`src/pkg/sim_pkg.sv`:
```
`default_nettype none
package sim_pkg;
   // register map
   localparam int SIM_ADDR_W = 4;
   localparam logic [SIM_ADDR_W-1:0] SIM_CSR_OFS = 4'h0;
   localparam logic [7:0] SIM_CSR_RST = 8'h00;
   // field positions
   localparam int SIM_WATCHDOG_RESET_FLAG_BIT = 0;
   localparam int SIM_UNDERVOLTAGE_RESET_FLAG_BIT = 4;
   localparam int SIM_FLAG_BIT = 5;
   localparam int SIM_IE_BIT = 6;
   // reset sequence timing, in cpu clock cycles
   localparam int SIM_CNT_W = 13;
   localparam logic [SIM_CNT_W-1:0] SIM_DLY_SHORT = 13'h0100;
   localparam logic [SIM_CNT_W-1:0] SIM_DLY_LONG = 13'h1000;
   localparam logic [SIM_CNT_W-1:0] SIM_FETCH_CYC = 13'h0002;
   localparam logic [SIM_CNT_W-1:0] SIM_ACT_MIN_DEF = 13'h0004;
   // register bus request
   typedef struct packed {
      logic wr;
      logic rd;
      logic [SIM_ADDR_W-1:0] addr;
      logic [7:0] wdata;
   } sim_bus_req_t;
   // reset sequence phases
   typedef enum logic [1:0] {
      SIM_RUN,
      SIM_ACTIVE,
      SIM_DELAY,
      SIM_FETCH
   } sim_seq_t;
endpackage
`default_nettype wire

```
`src/rtl/sim_sync2.sv`:
```
`timescale 1ns/100ps
`default_nettype none
module sim_sync2 #(
   parameter int W = 1
) (
   input wire logic sys_clk,
   input wire logic resetn,
   input wire logic [W-1:0] async_i,
   output logic [W-1:0] sync_o
);
   logic [W-1:0] meta_q;
   logic [W-1:0] sync_q;

   // two flops, first read only by second
   always_ff @(posedge sys_clk) begin
      if (!resetn) begin
         meta_q <= '0;
         sync_q <= '0;
      end else begin
         meta_q <= async_i;
         sync_q <= meta_q;
      end
   end

   assign sync_o = sync_q;
endmodule // sim_sync2
`default_nettype wire

```
`src/rtl/sim_supply_monitor.sv`:
```
// How it works
// - static reset while detector reports low supply
// - drive reset pin low during that reset
// - detector enable is a strap, not register
// - warning logic runs only with detector enabled
// - warning flag follows comparator, read only
// - each flag change raises irq when enabled
// - pending irq cleared on service entry
// - no irq for crossing inside reset delay
// - enable while below: irq now, another later
// - enable when above: one irq only
// - irq forwarded only if enabled and unmasked
// - wake from wait, never from halt
// - register frozen during halt
// - undervoltage flag set by hw, zero write clears
// - pin or watchdog reset keeps undervoltage flag
// - watchdog flag set by hw, cleared by low-voltage
// - two flags together name the reset source
// - flags meaningless with detector disabled
// - release, then 256/4096 delay, then 2-cycle fetch
//
// The register addresses and the plain strobed port were decided locally.
`timescale 1ns/100ps
`default_nettype none
module sim_supply_monitor
   import sim_pkg::*;
#(
   parameter logic [SIM_CNT_W-1:0] ACT_MIN = SIM_ACT_MIN_DEF
) (
   input wire logic sys_clk,
   input wire logic resetn,
   input wire sim_bus_req_t bus_req,
   output logic [7:0] rd_data,
   input wire logic strap_lvd_en,
   input wire logic strap_long_dly,
   input wire logic lvd_below_a,
   input wire logic avd_below_a,
   output logic lvd_thr_high,
   input wire logic rst_pin_i,
   output logic rst_pin_o,
   output logic rst_pin_oe,
   input wire logic wdg_rst_req,
   output logic sys_rst_n,
   output logic vector_fetch,
   input wire logic halt_i,
   input wire logic wait_i,
   input wire logic cc_mask_i,
   input wire logic irq_ack,
   output logic irq_req,
   output logic wake
);
   ////////////////////////////////////////////////////////////////////////
   // synchronisers
   logic lvd_below;
   logic avd_below;
   logic pin_level;

   sim_sync2 #(.W(3)) u_sync (
      .sys_clk(sys_clk),
      .resetn(resetn),
      .async_i({lvd_below_a, avd_below_a, rst_pin_i}),
      .sync_o({lvd_below, avd_below, pin_level})
   );

   ////////////////////////////////////////////////////////////////////////
   // straps, caught once after reset release
   logic taken_q;
   logic lvd_en_q;
   logic long_dly_q;

   always_ff @(posedge sys_clk) begin
      if (!resetn) begin
         taken_q <= 1'b0;
         lvd_en_q <= 1'b0;
         long_dly_q <= 1'b0;
      end else if (!taken_q) begin
         taken_q <= 1'b1;
         lvd_en_q <= strap_lvd_en;
         long_dly_q <= strap_long_dly;
      end
   end

   ////////////////////////////////////////////////////////////////////////
   // reset sequencer
   sim_seq_t state_q;
   logic [SIM_CNT_W-1:0] cnt_q;
   logic [SIM_CNT_W-1:0] dly_cyc;
   logic lvd_active;
   logic ext_low;
   logic run;

   assign dly_cyc = long_dly_q ? SIM_DLY_LONG : SIM_DLY_SHORT;
   assign lvd_active = taken_q & lvd_en_q & lvd_below;
   assign run = (state_q == SIM_RUN);
   // pin is only an input in the run phase, not while the sequence drives it or fetches
   assign ext_low = run & ~pin_level;

   always_ff @(posedge sys_clk) begin
      if (!resetn) begin
         state_q <= SIM_ACTIVE;
         cnt_q <= '0;
      end else begin
         case (state_q)
            SIM_RUN: begin
               if (lvd_active | wdg_rst_req | ext_low) begin
                  state_q <= SIM_ACTIVE;
                  cnt_q <= '0;
               end
            end
            SIM_ACTIVE: begin
               if (lvd_active) begin
                  cnt_q <= '0;
               end else if (cnt_q >= ACT_MIN - 13'h0001) begin
                  state_q <= SIM_DELAY;
                  cnt_q <= '0;
               end else begin
                  cnt_q <= cnt_q + 13'h0001;
               end
            end
            SIM_DELAY: begin
               if (lvd_active) begin
                  state_q <= SIM_ACTIVE;
                  cnt_q <= '0;
               end else if (cnt_q == dly_cyc - 13'h0001) begin
                  state_q <= SIM_FETCH;
                  cnt_q <= '0;
               end else begin
                  cnt_q <= cnt_q + 13'h0001;
               end
            end
            SIM_FETCH: begin
               if (lvd_active) begin
                  state_q <= SIM_ACTIVE;
                  cnt_q <= '0;
               end else if (cnt_q == SIM_FETCH_CYC - 13'h0001) begin
                  state_q <= SIM_RUN;
                  cnt_q <= '0;
               end else begin
                  cnt_q <= cnt_q + 13'h0001;
               end
            end
            default: begin
               state_q <= SIM_ACTIVE;
               cnt_q <= '0;
            end
         endcase
      end
   end

   // pin held low in active and delay phases
   assign rst_pin_o = 1'b0;
   assign rst_pin_oe = (state_q == SIM_ACTIVE) | (state_q == SIM_DELAY);
   assign sys_rst_n = run;
   assign vector_fetch = (state_q == SIM_FETCH);
   // rising threshold while held in reset, falling one when running
   assign lvd_thr_high = ~run;

   ////////////////////////////////////////////////////////////////////////
   // register access
   logic hit_wr;
   logic hit_rd;
   logic frozen;
   logic ie_q;
   logic ie_prev_q;
   logic flag_q;
   logic flag_prev_q;
   logic undervoltage_reset_flag_q;
   logic watchdog_reset_flag_q;
   logic pend_q;
   logic pend_set;
   logic toggle;
   logic [7:0] csr;

   assign frozen = halt_i & run;
   assign hit_wr = bus_req.wr & (bus_req.addr == SIM_CSR_OFS) & ~frozen;
   assign hit_rd = bus_req.rd & (bus_req.addr == SIM_CSR_OFS);

   always_comb begin
      csr = SIM_CSR_RST;
      csr[SIM_IE_BIT] = ie_q;
      csr[SIM_FLAG_BIT] = flag_q;
      csr[SIM_UNDERVOLTAGE_RESET_FLAG_BIT] = undervoltage_reset_flag_q;
      csr[SIM_WATCHDOG_RESET_FLAG_BIT] = watchdog_reset_flag_q;
   end

   always_ff @(posedge sys_clk) begin
      if (!resetn) begin
         rd_data <= SIM_CSR_RST;
      end else begin
         rd_data <= hit_rd ? csr : 8'h00;
      end
   end

   // interrupt enable, cleared by any system reset
   always_ff @(posedge sys_clk) begin
      if (!resetn) begin
         ie_q <= 1'b0;
         ie_prev_q <= 1'b0;
      end else begin
         ie_prev_q <= ie_q;
         if (!run) begin
            ie_q <= 1'b0;
         end else if (hit_wr) begin
            ie_q <= bus_req.wdata[SIM_IE_BIT];
         end
      end
   end

   ////////////////////////////////////////////////////////////////////////
   // reset source flags
   always_ff @(posedge sys_clk) begin
      if (!resetn) begin
         undervoltage_reset_flag_q <= 1'b0;
      end else if (lvd_active) begin
         undervoltage_reset_flag_q <= 1'b1;
      end else if (hit_wr & ~bus_req.wdata[SIM_UNDERVOLTAGE_RESET_FLAG_BIT]) begin
         undervoltage_reset_flag_q <= 1'b0;
      end
   end

   always_ff @(posedge sys_clk) begin
      if (!resetn) begin
         watchdog_reset_flag_q <= 1'b0;
      end else if (lvd_active) begin
         watchdog_reset_flag_q <= 1'b0;
      end else if (run & wdg_rst_req) begin
         watchdog_reset_flag_q <= 1'b1;
      end else if (hit_wr & ~bus_req.wdata[SIM_WATCHDOG_RESET_FLAG_BIT]) begin
         watchdog_reset_flag_q <= 1'b0;
      end
   end

   ////////////////////////////////////////////////////////////////////////
   // supply warning flag and interrupt
   always_ff @(posedge sys_clk) begin
      if (!resetn) begin
         flag_q <= 1'b0;
         flag_prev_q <= 1'b0;
      end else begin
         if (!frozen) begin
            flag_prev_q <= flag_q;
         end
         if (!lvd_en_q) begin
            flag_q <= 1'b0;
         end else if (!frozen) begin
            flag_q <= avd_below;
         end
      end
   end

   assign toggle = flag_q ^ flag_prev_q;
   // crossings inside the reset sequence are dropped
   assign pend_set = run & ~frozen & lvd_en_q &
      ((toggle & ie_q) | (ie_q & ~ie_prev_q & flag_q));

   always_ff @(posedge sys_clk) begin
      if (!resetn) begin
         pend_q <= 1'b0;
      end else if (pend_set) begin
         pend_q <= 1'b1;
      end else if ((!lvd_en_q | !run | irq_ack) & !frozen) begin
         pend_q <= 1'b0;
      end
   end

   assign irq_req = pend_q & ie_q & ~cc_mask_i;
   assign wake = irq_req & wait_i & ~halt_i;
endmodule // sim_supply_monitor
`default_nettype wire

```
`config.mk`:
```
export PLATFORM = sky130hd
export DESIGN_NAME = sim_supply_monitor
export DESIGN_NICKNAME = d
export VERILOG_FILES = /design/src/pkg/sim_pkg.sv /design/src/rtl/sim_sync2.sv /design/src/rtl/sim_supply_monitor.sv
export SDC_FILE = /design/constraint.sdc
export NUM_CORES = 1
export LEC_CHECK = 0
export BUFFER_PORTS_ARGS = -buffer_cell sky130_fd_sc_hd__buf_4
export CAP_MARGIN = 20
export CORE_UTILIZATION = 39
export CTS_CLUSTER_DIAMETER = 80
export CTS_CLUSTER_SIZE = 25
export DETAILED_ROUTE_END_ITERATION = 7
export GPL_ROUTABILITY_DRIVEN = 1
export HOLD_SLACK_MARGIN = 0.12
export RECOVER_POWER = 100
export SYNTH_ARGS = -nofsm -noshare
export SYNTH_HDL_FRONTEND = slang
export SYNTH_SLANG_ARGS = --single-unit
```
`constraint.sdc`:
```
create_clock -name sys_clk -period 2.6 [get_ports sys_clk]
set_input_delay 0.39 -clock sys_clk [delete_from_list [all_inputs] [get_ports sys_clk]]
set_output_delay 0.39 -clock sys_clk [all_outputs]
set_load 0.005 [all_outputs]
```
After elaboration in Yosys (flattened, before gate mapping)
Index checks and enable logic that the tools add are counted.
- bits of input ports: 26
- bits in registers: 39
- logic and storage cells: 103
- output and inout bits: 15
- $lt $le $gt $ge: 1
- bitwise gates (word level): 37
- equal/unequal tests: 10
- multiplexer cells: 24
- $add $sub $neg: 2
- reductions and logical operators: 13
- operators with widths (cell ; count):
    2-to-1 mux 13 bit ; 8
    case mux 13 bit (4 select lines) ; 1
    bitwise AND 1 bit ; 21
    2-to-1 mux 2 bit ; 7
    adder 13 x 1 -> 13 bit (second input constant) ; 1
    == test 13 x 1 -> 1 bit (second input constant) ; 1
    == test 13 bit ; 1
    greater-or-equal comparator 13 x 2 -> 1 bit (second input constant) ; 1
    subtractor 13 x 1 -> 13 bit (second input constant) ; 1
    inverter 1 bit ; 9
    case mux 2 bit (4 select lines) ; 1
    2-to-1 mux 1 bit ; 7
    bitwise OR 1 bit ; 6
    AND reduction 2 bit ; 3
    nonzero test 2 bit ; 3
    AND reduction 5 bit ; 1
    == test 2 bit (second input constant) ; 2
    zero test 4 bit ; 1
    inequality test 2 bit (second input constant) ; 2
    zero test 1 bit ; 3
    inequality test 3 x 1 -> 1 bit (second input constant) ; 1
    inequality test 3 bit (second input constant) ; 1
    == test 2 x 1 -> 1 bit (second input constant) ; 1
    zero test 2 bit ; 1
    3 further kinds ; 3

Logic depth before layout (Yosys ltp)
- depth in word-level cells: 7
- gate-level depth with buffers: 8
- mapped depth without buffers: 7

Hierarchy
From an unflattened synthesis, not the netlist that was laid out.
- cells, all modules: 188
- area total of the unflattened synthesis: 1671.6 um^2
- by module, submodules not included (module ; area each (um^2) ; cells each ; sequential area each (um^2) ; instances):
    sim_supply_monitor ; 1514.0 ; 176 ; 580.6 ; 1
    sim_sync2 ; 157.7 ; 12 ; 120.1 ; 1

Worst setup path before layout
OpenSTA, ideal clock, no wires.
- path kind: register to register
- start: register cnt_q[11]
- end: register cnt_q[9]
- required time: 2.494 ns
- setup slack: 0.600 ns
- stages on the path, launching flop included: 8
- data arrival time: 1.894 ns
- buffers on the path: 1
- library setup time: 0.106 ns
- path through: dfxtp_1 or4_4 nor3_4 nand3_2 a311oi_4 buf_6 nand3_1 o311ai_0
- longest elaborated chain between the ends: 4
- elaborated cells between the ends (all ways): 10
- classes of those cells: order compare: 1; eq/ne: 2; mux: 7
- ends and longest elaborated chain (item ; line ; RTL):
    start, declared ; sim_supply_monitor.sv:86 ; logic [SIM_CNT_W-1:0] cnt_q;
    start signal, assigned ; sim_supply_monitor.sv:117 ; cnt_q <= cnt_q + 13'h0001;
    start signal, assigned ; sim_supply_monitor.sv:128 ; cnt_q <= cnt_q + 13'h0001;
    start signal, assigned ; sim_supply_monitor.sv:139 ; cnt_q <= cnt_q + 13'h0001;
    greater-or-equal comparator 13 x 2 -> 1 bit (tied with other cells) ; sim_supply_monitor.sv:113 ; end else if (cnt_q >= ACT_MIN - 13'h0001) begin
    2-to-1 mux 13 bit (on tied branches) ; sim_supply_monitor.sv:113, sim_supply_monitor.sv:124, sim_supply_monitor.sv:135 ;
    2-to-1 mux 13 bit (on tied branches) ; sim_supply_monitor.sv:111, sim_supply_monitor.sv:121, sim_supply_monitor.sv:132 ;
    case mux 13 bit (4 select lines) * ; sim_supply_monitor.sv:103 ; case (state_q)
Mark *: on every way between the ends. The rest lies on a longest branch, timed or not.
A chain may end at the register's enable or synchronous reset.

Worst setup path in the final report
- start: register cnt_q[11]
- end: register cnt_q[11]
- longest elaborated chain between the ends: 4
- elaborated cells between the ends (all ways): 11
- classes of those cells: add/sub: 1; order compare: 1; eq/ne: 2; mux: 7
- ends and longest elaborated chain (item ; line):
    adder 13 x 1 -> 13 bit (tied with other cells) ; sim_supply_monitor.sv:117, sim_supply_monitor.sv:128, sim_supply_monitor.sv:139
    2-to-1 mux 13 bit (on tied branches) ; sim_supply_monitor.sv:135, sim_supply_monitor.sv:113, sim_supply_monitor.sv:124
    2-to-1 mux 13 bit (on tied branches) ; sim_supply_monitor.sv:132, sim_supply_monitor.sv:111, sim_supply_monitor.sv:121
    case mux 13 bit (4 select lines) * ; sim_supply_monitor.sv:103
Marks and branches as above.

==> impl_metrics.ini <==
[power_and_ir_drop]
power.internal_mw = 1.11
p_sw_share_pct = 31.5
p_switching_uw = 509
clkPwrFrac_pct = 31.3
max-vdd-ir-drop_v = 0.000528
p_comb_share_pct = 30.6
p_total_mw = 1.62
power_density_mw_per_mm2 = 801
p_leak_nw = 0.836
p_seq_share_pct = 38.0

[sta]
max_clock_freq_ghz = 0.434
finalWorstSetupSlack_ns = 0.293
period_share_pct = 88.7
tightestPinTransition_ns = 0.631
slew-limit-headroom_pct = 58.0
slew_viol_final = 0
finalHoldViolCount = 0
min_period_ns = 2.31
finalSetupViolCount = 0
fin_tns_setup_ns = 0
rsz0062_at_grt = false
fin_worst_skew_ns = 0.00457

[setup_path]
path_cells = or4_1 > nor3_4 > nand3_1 > a311oi_4 > clkbuf_1 > nand3_1 > o311ai_0
crit_arrival_ns = 2.49
cp_common_cell = nand3_1
crit_path_start_kind = flip-flop
r2r_end = cnt_q[11]$_SDFFE_PN0P_
worstReg2RegStart = cnt_q[11]$_SDFFE_PN0P_
critical_path_class = flip-flop to flip-flop
ff2ff_setup_slack_ns = 0.29
rr_worst_depth = 7
critPathMaxFanout = 6
crit_required_ns = 2.78
cpMaxStageDelayCell = or4_1
crit_path_end_kind = flip-flop
max_stage_delay_ns = 0.60

[global_route]
grt_max_degree = 18
grt.total_usage_pct = 16.6
grt_overflow = 0
antenna_found_initial = 0
grt_pass1_wl_um = 5360
grt_pass1_vias = 1173

[die]
die_h_um = 67.2
pin_count = 41
dieArea_mm2 = 0.00452
core.rowCount = 23
die_x_um = 67.2
core_area_mm2 = 0.00403
start_util_pct = 41.2

[yosys]
yosysTopAreaCell = dfxtp_1
avgSynthCellArea_um2 = 8.69
synth_top_family_by_area = simple AND/OR/NAND/NOR gates
synth-edff-count = 0
netlist_instances = 191
synth_flop_cell = dfxtp_1
synth_fa_ha_area_share_pct = 4.52
yosysWarnings = 0
synth_common_cells = 35 x dfxtp_1, 26 x nand2_1, 15 x nand3_1
yosysMostFrequentCell = dfxtp_1
synthSimpleGateAreaFrac_pct = 28.1
synth_xor_area_share_pct = 1.58
muxShareOfSynthArea_pct = 2.41
synth_cell_types = 42
netlist.area_leader.share_pct = 42.2
synth-seq-area-share_pct = 42.2
async_flop_share_pct = 0
synth-seq-cells = 35
synth_area_mm2 = 0.00166
synth_compound_area_share_pct = 15.0
synth_area_leaders = dfxtp_1 42%, nand2_1 5.9%, and2_1 4.9%

[final_layout]
final_util_pct = 50.1
multi_input_area_um2 = 867
seq_area_um2 = 701
n_fill_cell = 408
drive_gt1_share_pct = 19.4
stdcell_area_mm2 = 0.00202
area_growth_pct = 21.6
antenna_cells = 0
fin_nets = 258

[place]
io_buffers = 30
place_hpwl_um = 2440
post_dp_cell_area_mm2 = 0.00192
pre_cts_ws_ns = 0.379
routabilityCongestion = 0.765

[clock_tree]
htreeDepth = 2
cts.repair.resized = 0
cts-root-buf = clkbuf_8
numCtsBuffers = 5
insertion_delay_ns = 0.29
cts_sinks = 35
holdBufCountCts = 0
clkTransAtPathRegs_ns = 0.07
post-cts-setup-buffers = 0
max-clock-path-buffers = 2
cts_tree = yes

[min_path]
holdPathStages = 2
min_to = u_sync.meta_q[2]$_SDFF_PN0_
hp-class = primary input to flip-flop
hold_path_startpoint = lvd_below_a

[run]
cap_viol_max_count = 0

[routing]
viasPerCell = 5.00
first_iter_violations = 61
detail_route.first_pass.iterations = 4
num_vias = 1386
wirelength_um = 3340
wl_per_cell_um = 12.1
ant_nets = 0
route.detailed.drc = 0

[status]
status = completed
[layout by cell type, fill, tap and decap left out, types with 4 or more instances in the layout]
master and n:
dfxtp_1 35, nand2_1 26, buf_4 21, nand3_1 16, nor2_1 13, o21ai_0 12
and2_1 11, inv_1 9, clkbuf_4 9, a21oi_1 7, ha_1 6, clkbuf_8 6
conb_1 5, nand4_1 4, mux2i_1 4
[power groups by stage]
stage	registers (mW)	clock network (mW)	logic [mW]
final	0.615	0.507	0.495
after detailed placement	0.626	0	0.524
after CTS	0.614	0.527	0.527
after global placement	0.626	0	0.522
after global routing	0.619	0.543	0.568
after floorplan	0.616	0	0.366
[registers in the layout, indices dropped and copies added (netlist names)]
signal,cells
state_q,2
watchdog_reset_flag_q,1
lvd_en_q,1
long_dly_q,1
cnt_q,13
ie_prev_q,1
undervoltage_reset_flag_q,1
u_sync.meta_q,3
flag_q,1
ie_q,1
taken_q,1
u_sync.sync_o,3
rd_data,4
flag_prev_q,1
pend_q,1
[critical path, delay by kind of cell (launching register included)]
kind            cells  cell delay, ns
simple gates        4            1.10
compound gates      2            0.54
flops               1            0.34
buf+inv             1            0.22
[worst max-delay path by stage]
stage,slack [ns],to,start
6_report,0.29,cnt_q[11]$_SDFFE_PN0P_,cnt_q[11]$_SDFFE_PN0P_
2_1_floorplan,0.60,cnt_q[9]$_SDFFE_PN0P_,cnt_q[11]$_SDFFE_PN0P_
5_1_grt,0.12,cnt_q[11]$_SDFFE_PN0P_,cnt_q[8]$_SDFFE_PN0P_
4_1_cts,0.37,cnt_q[8]$_SDFFE_PN0P_,cnt_q[11]$_SDFFE_PN0P_
3_5_place_dp,0.38,cnt_q[8]$_SDFFE_PN0P_,cnt_q[11]$_SDFFE_PN0P_
3_3_place_gp,0.42,cnt_q[8]$_SDFFE_PN0P_,cnt_q[4]$_SDFFE_PN0P_
[routing by layer]
metal,up-vias,routed length (µm),track usage (%)
li1,727,-,-
met4,0,67,7.98
met5,-,0,0
met2,28,1520,23.9
met1,625,1610,21.6
met3,6,144,6.08
[layout make-up]
cell class              instances  share of cell area [%]
well taps                      50                    3.10
clock buffers                   6                    4.09
flip-flops and latches         35                    34.7
multi-input cells             142                    43.0
repair buffers                 33                    11.7
inverters                       9                    1.67
clock inverters                 2                    1.74
[cell families after synthesis]
kind of cell             Yosys count
AO/OA/AOI/OAI                     35
multiplexers                       4
buffers and inverters             18
other                              1
AND/OR/NAND/NOR                   89
adder cells (fa/ha/maj)            6
XOR/XNOR                           3
flip-flops                        35
[through the flow]
step / hold slack [ns] / std cells
after detailed placement: 0.419 / 269
after CTS: 0.296 / 277
after floorplan: 0.412 / 195
after global routing: 0.292 / 277
after global placement: 0.414 / 269
final: 0.305 / 277
Note: power is estimated with default switching activity, not from simulation.
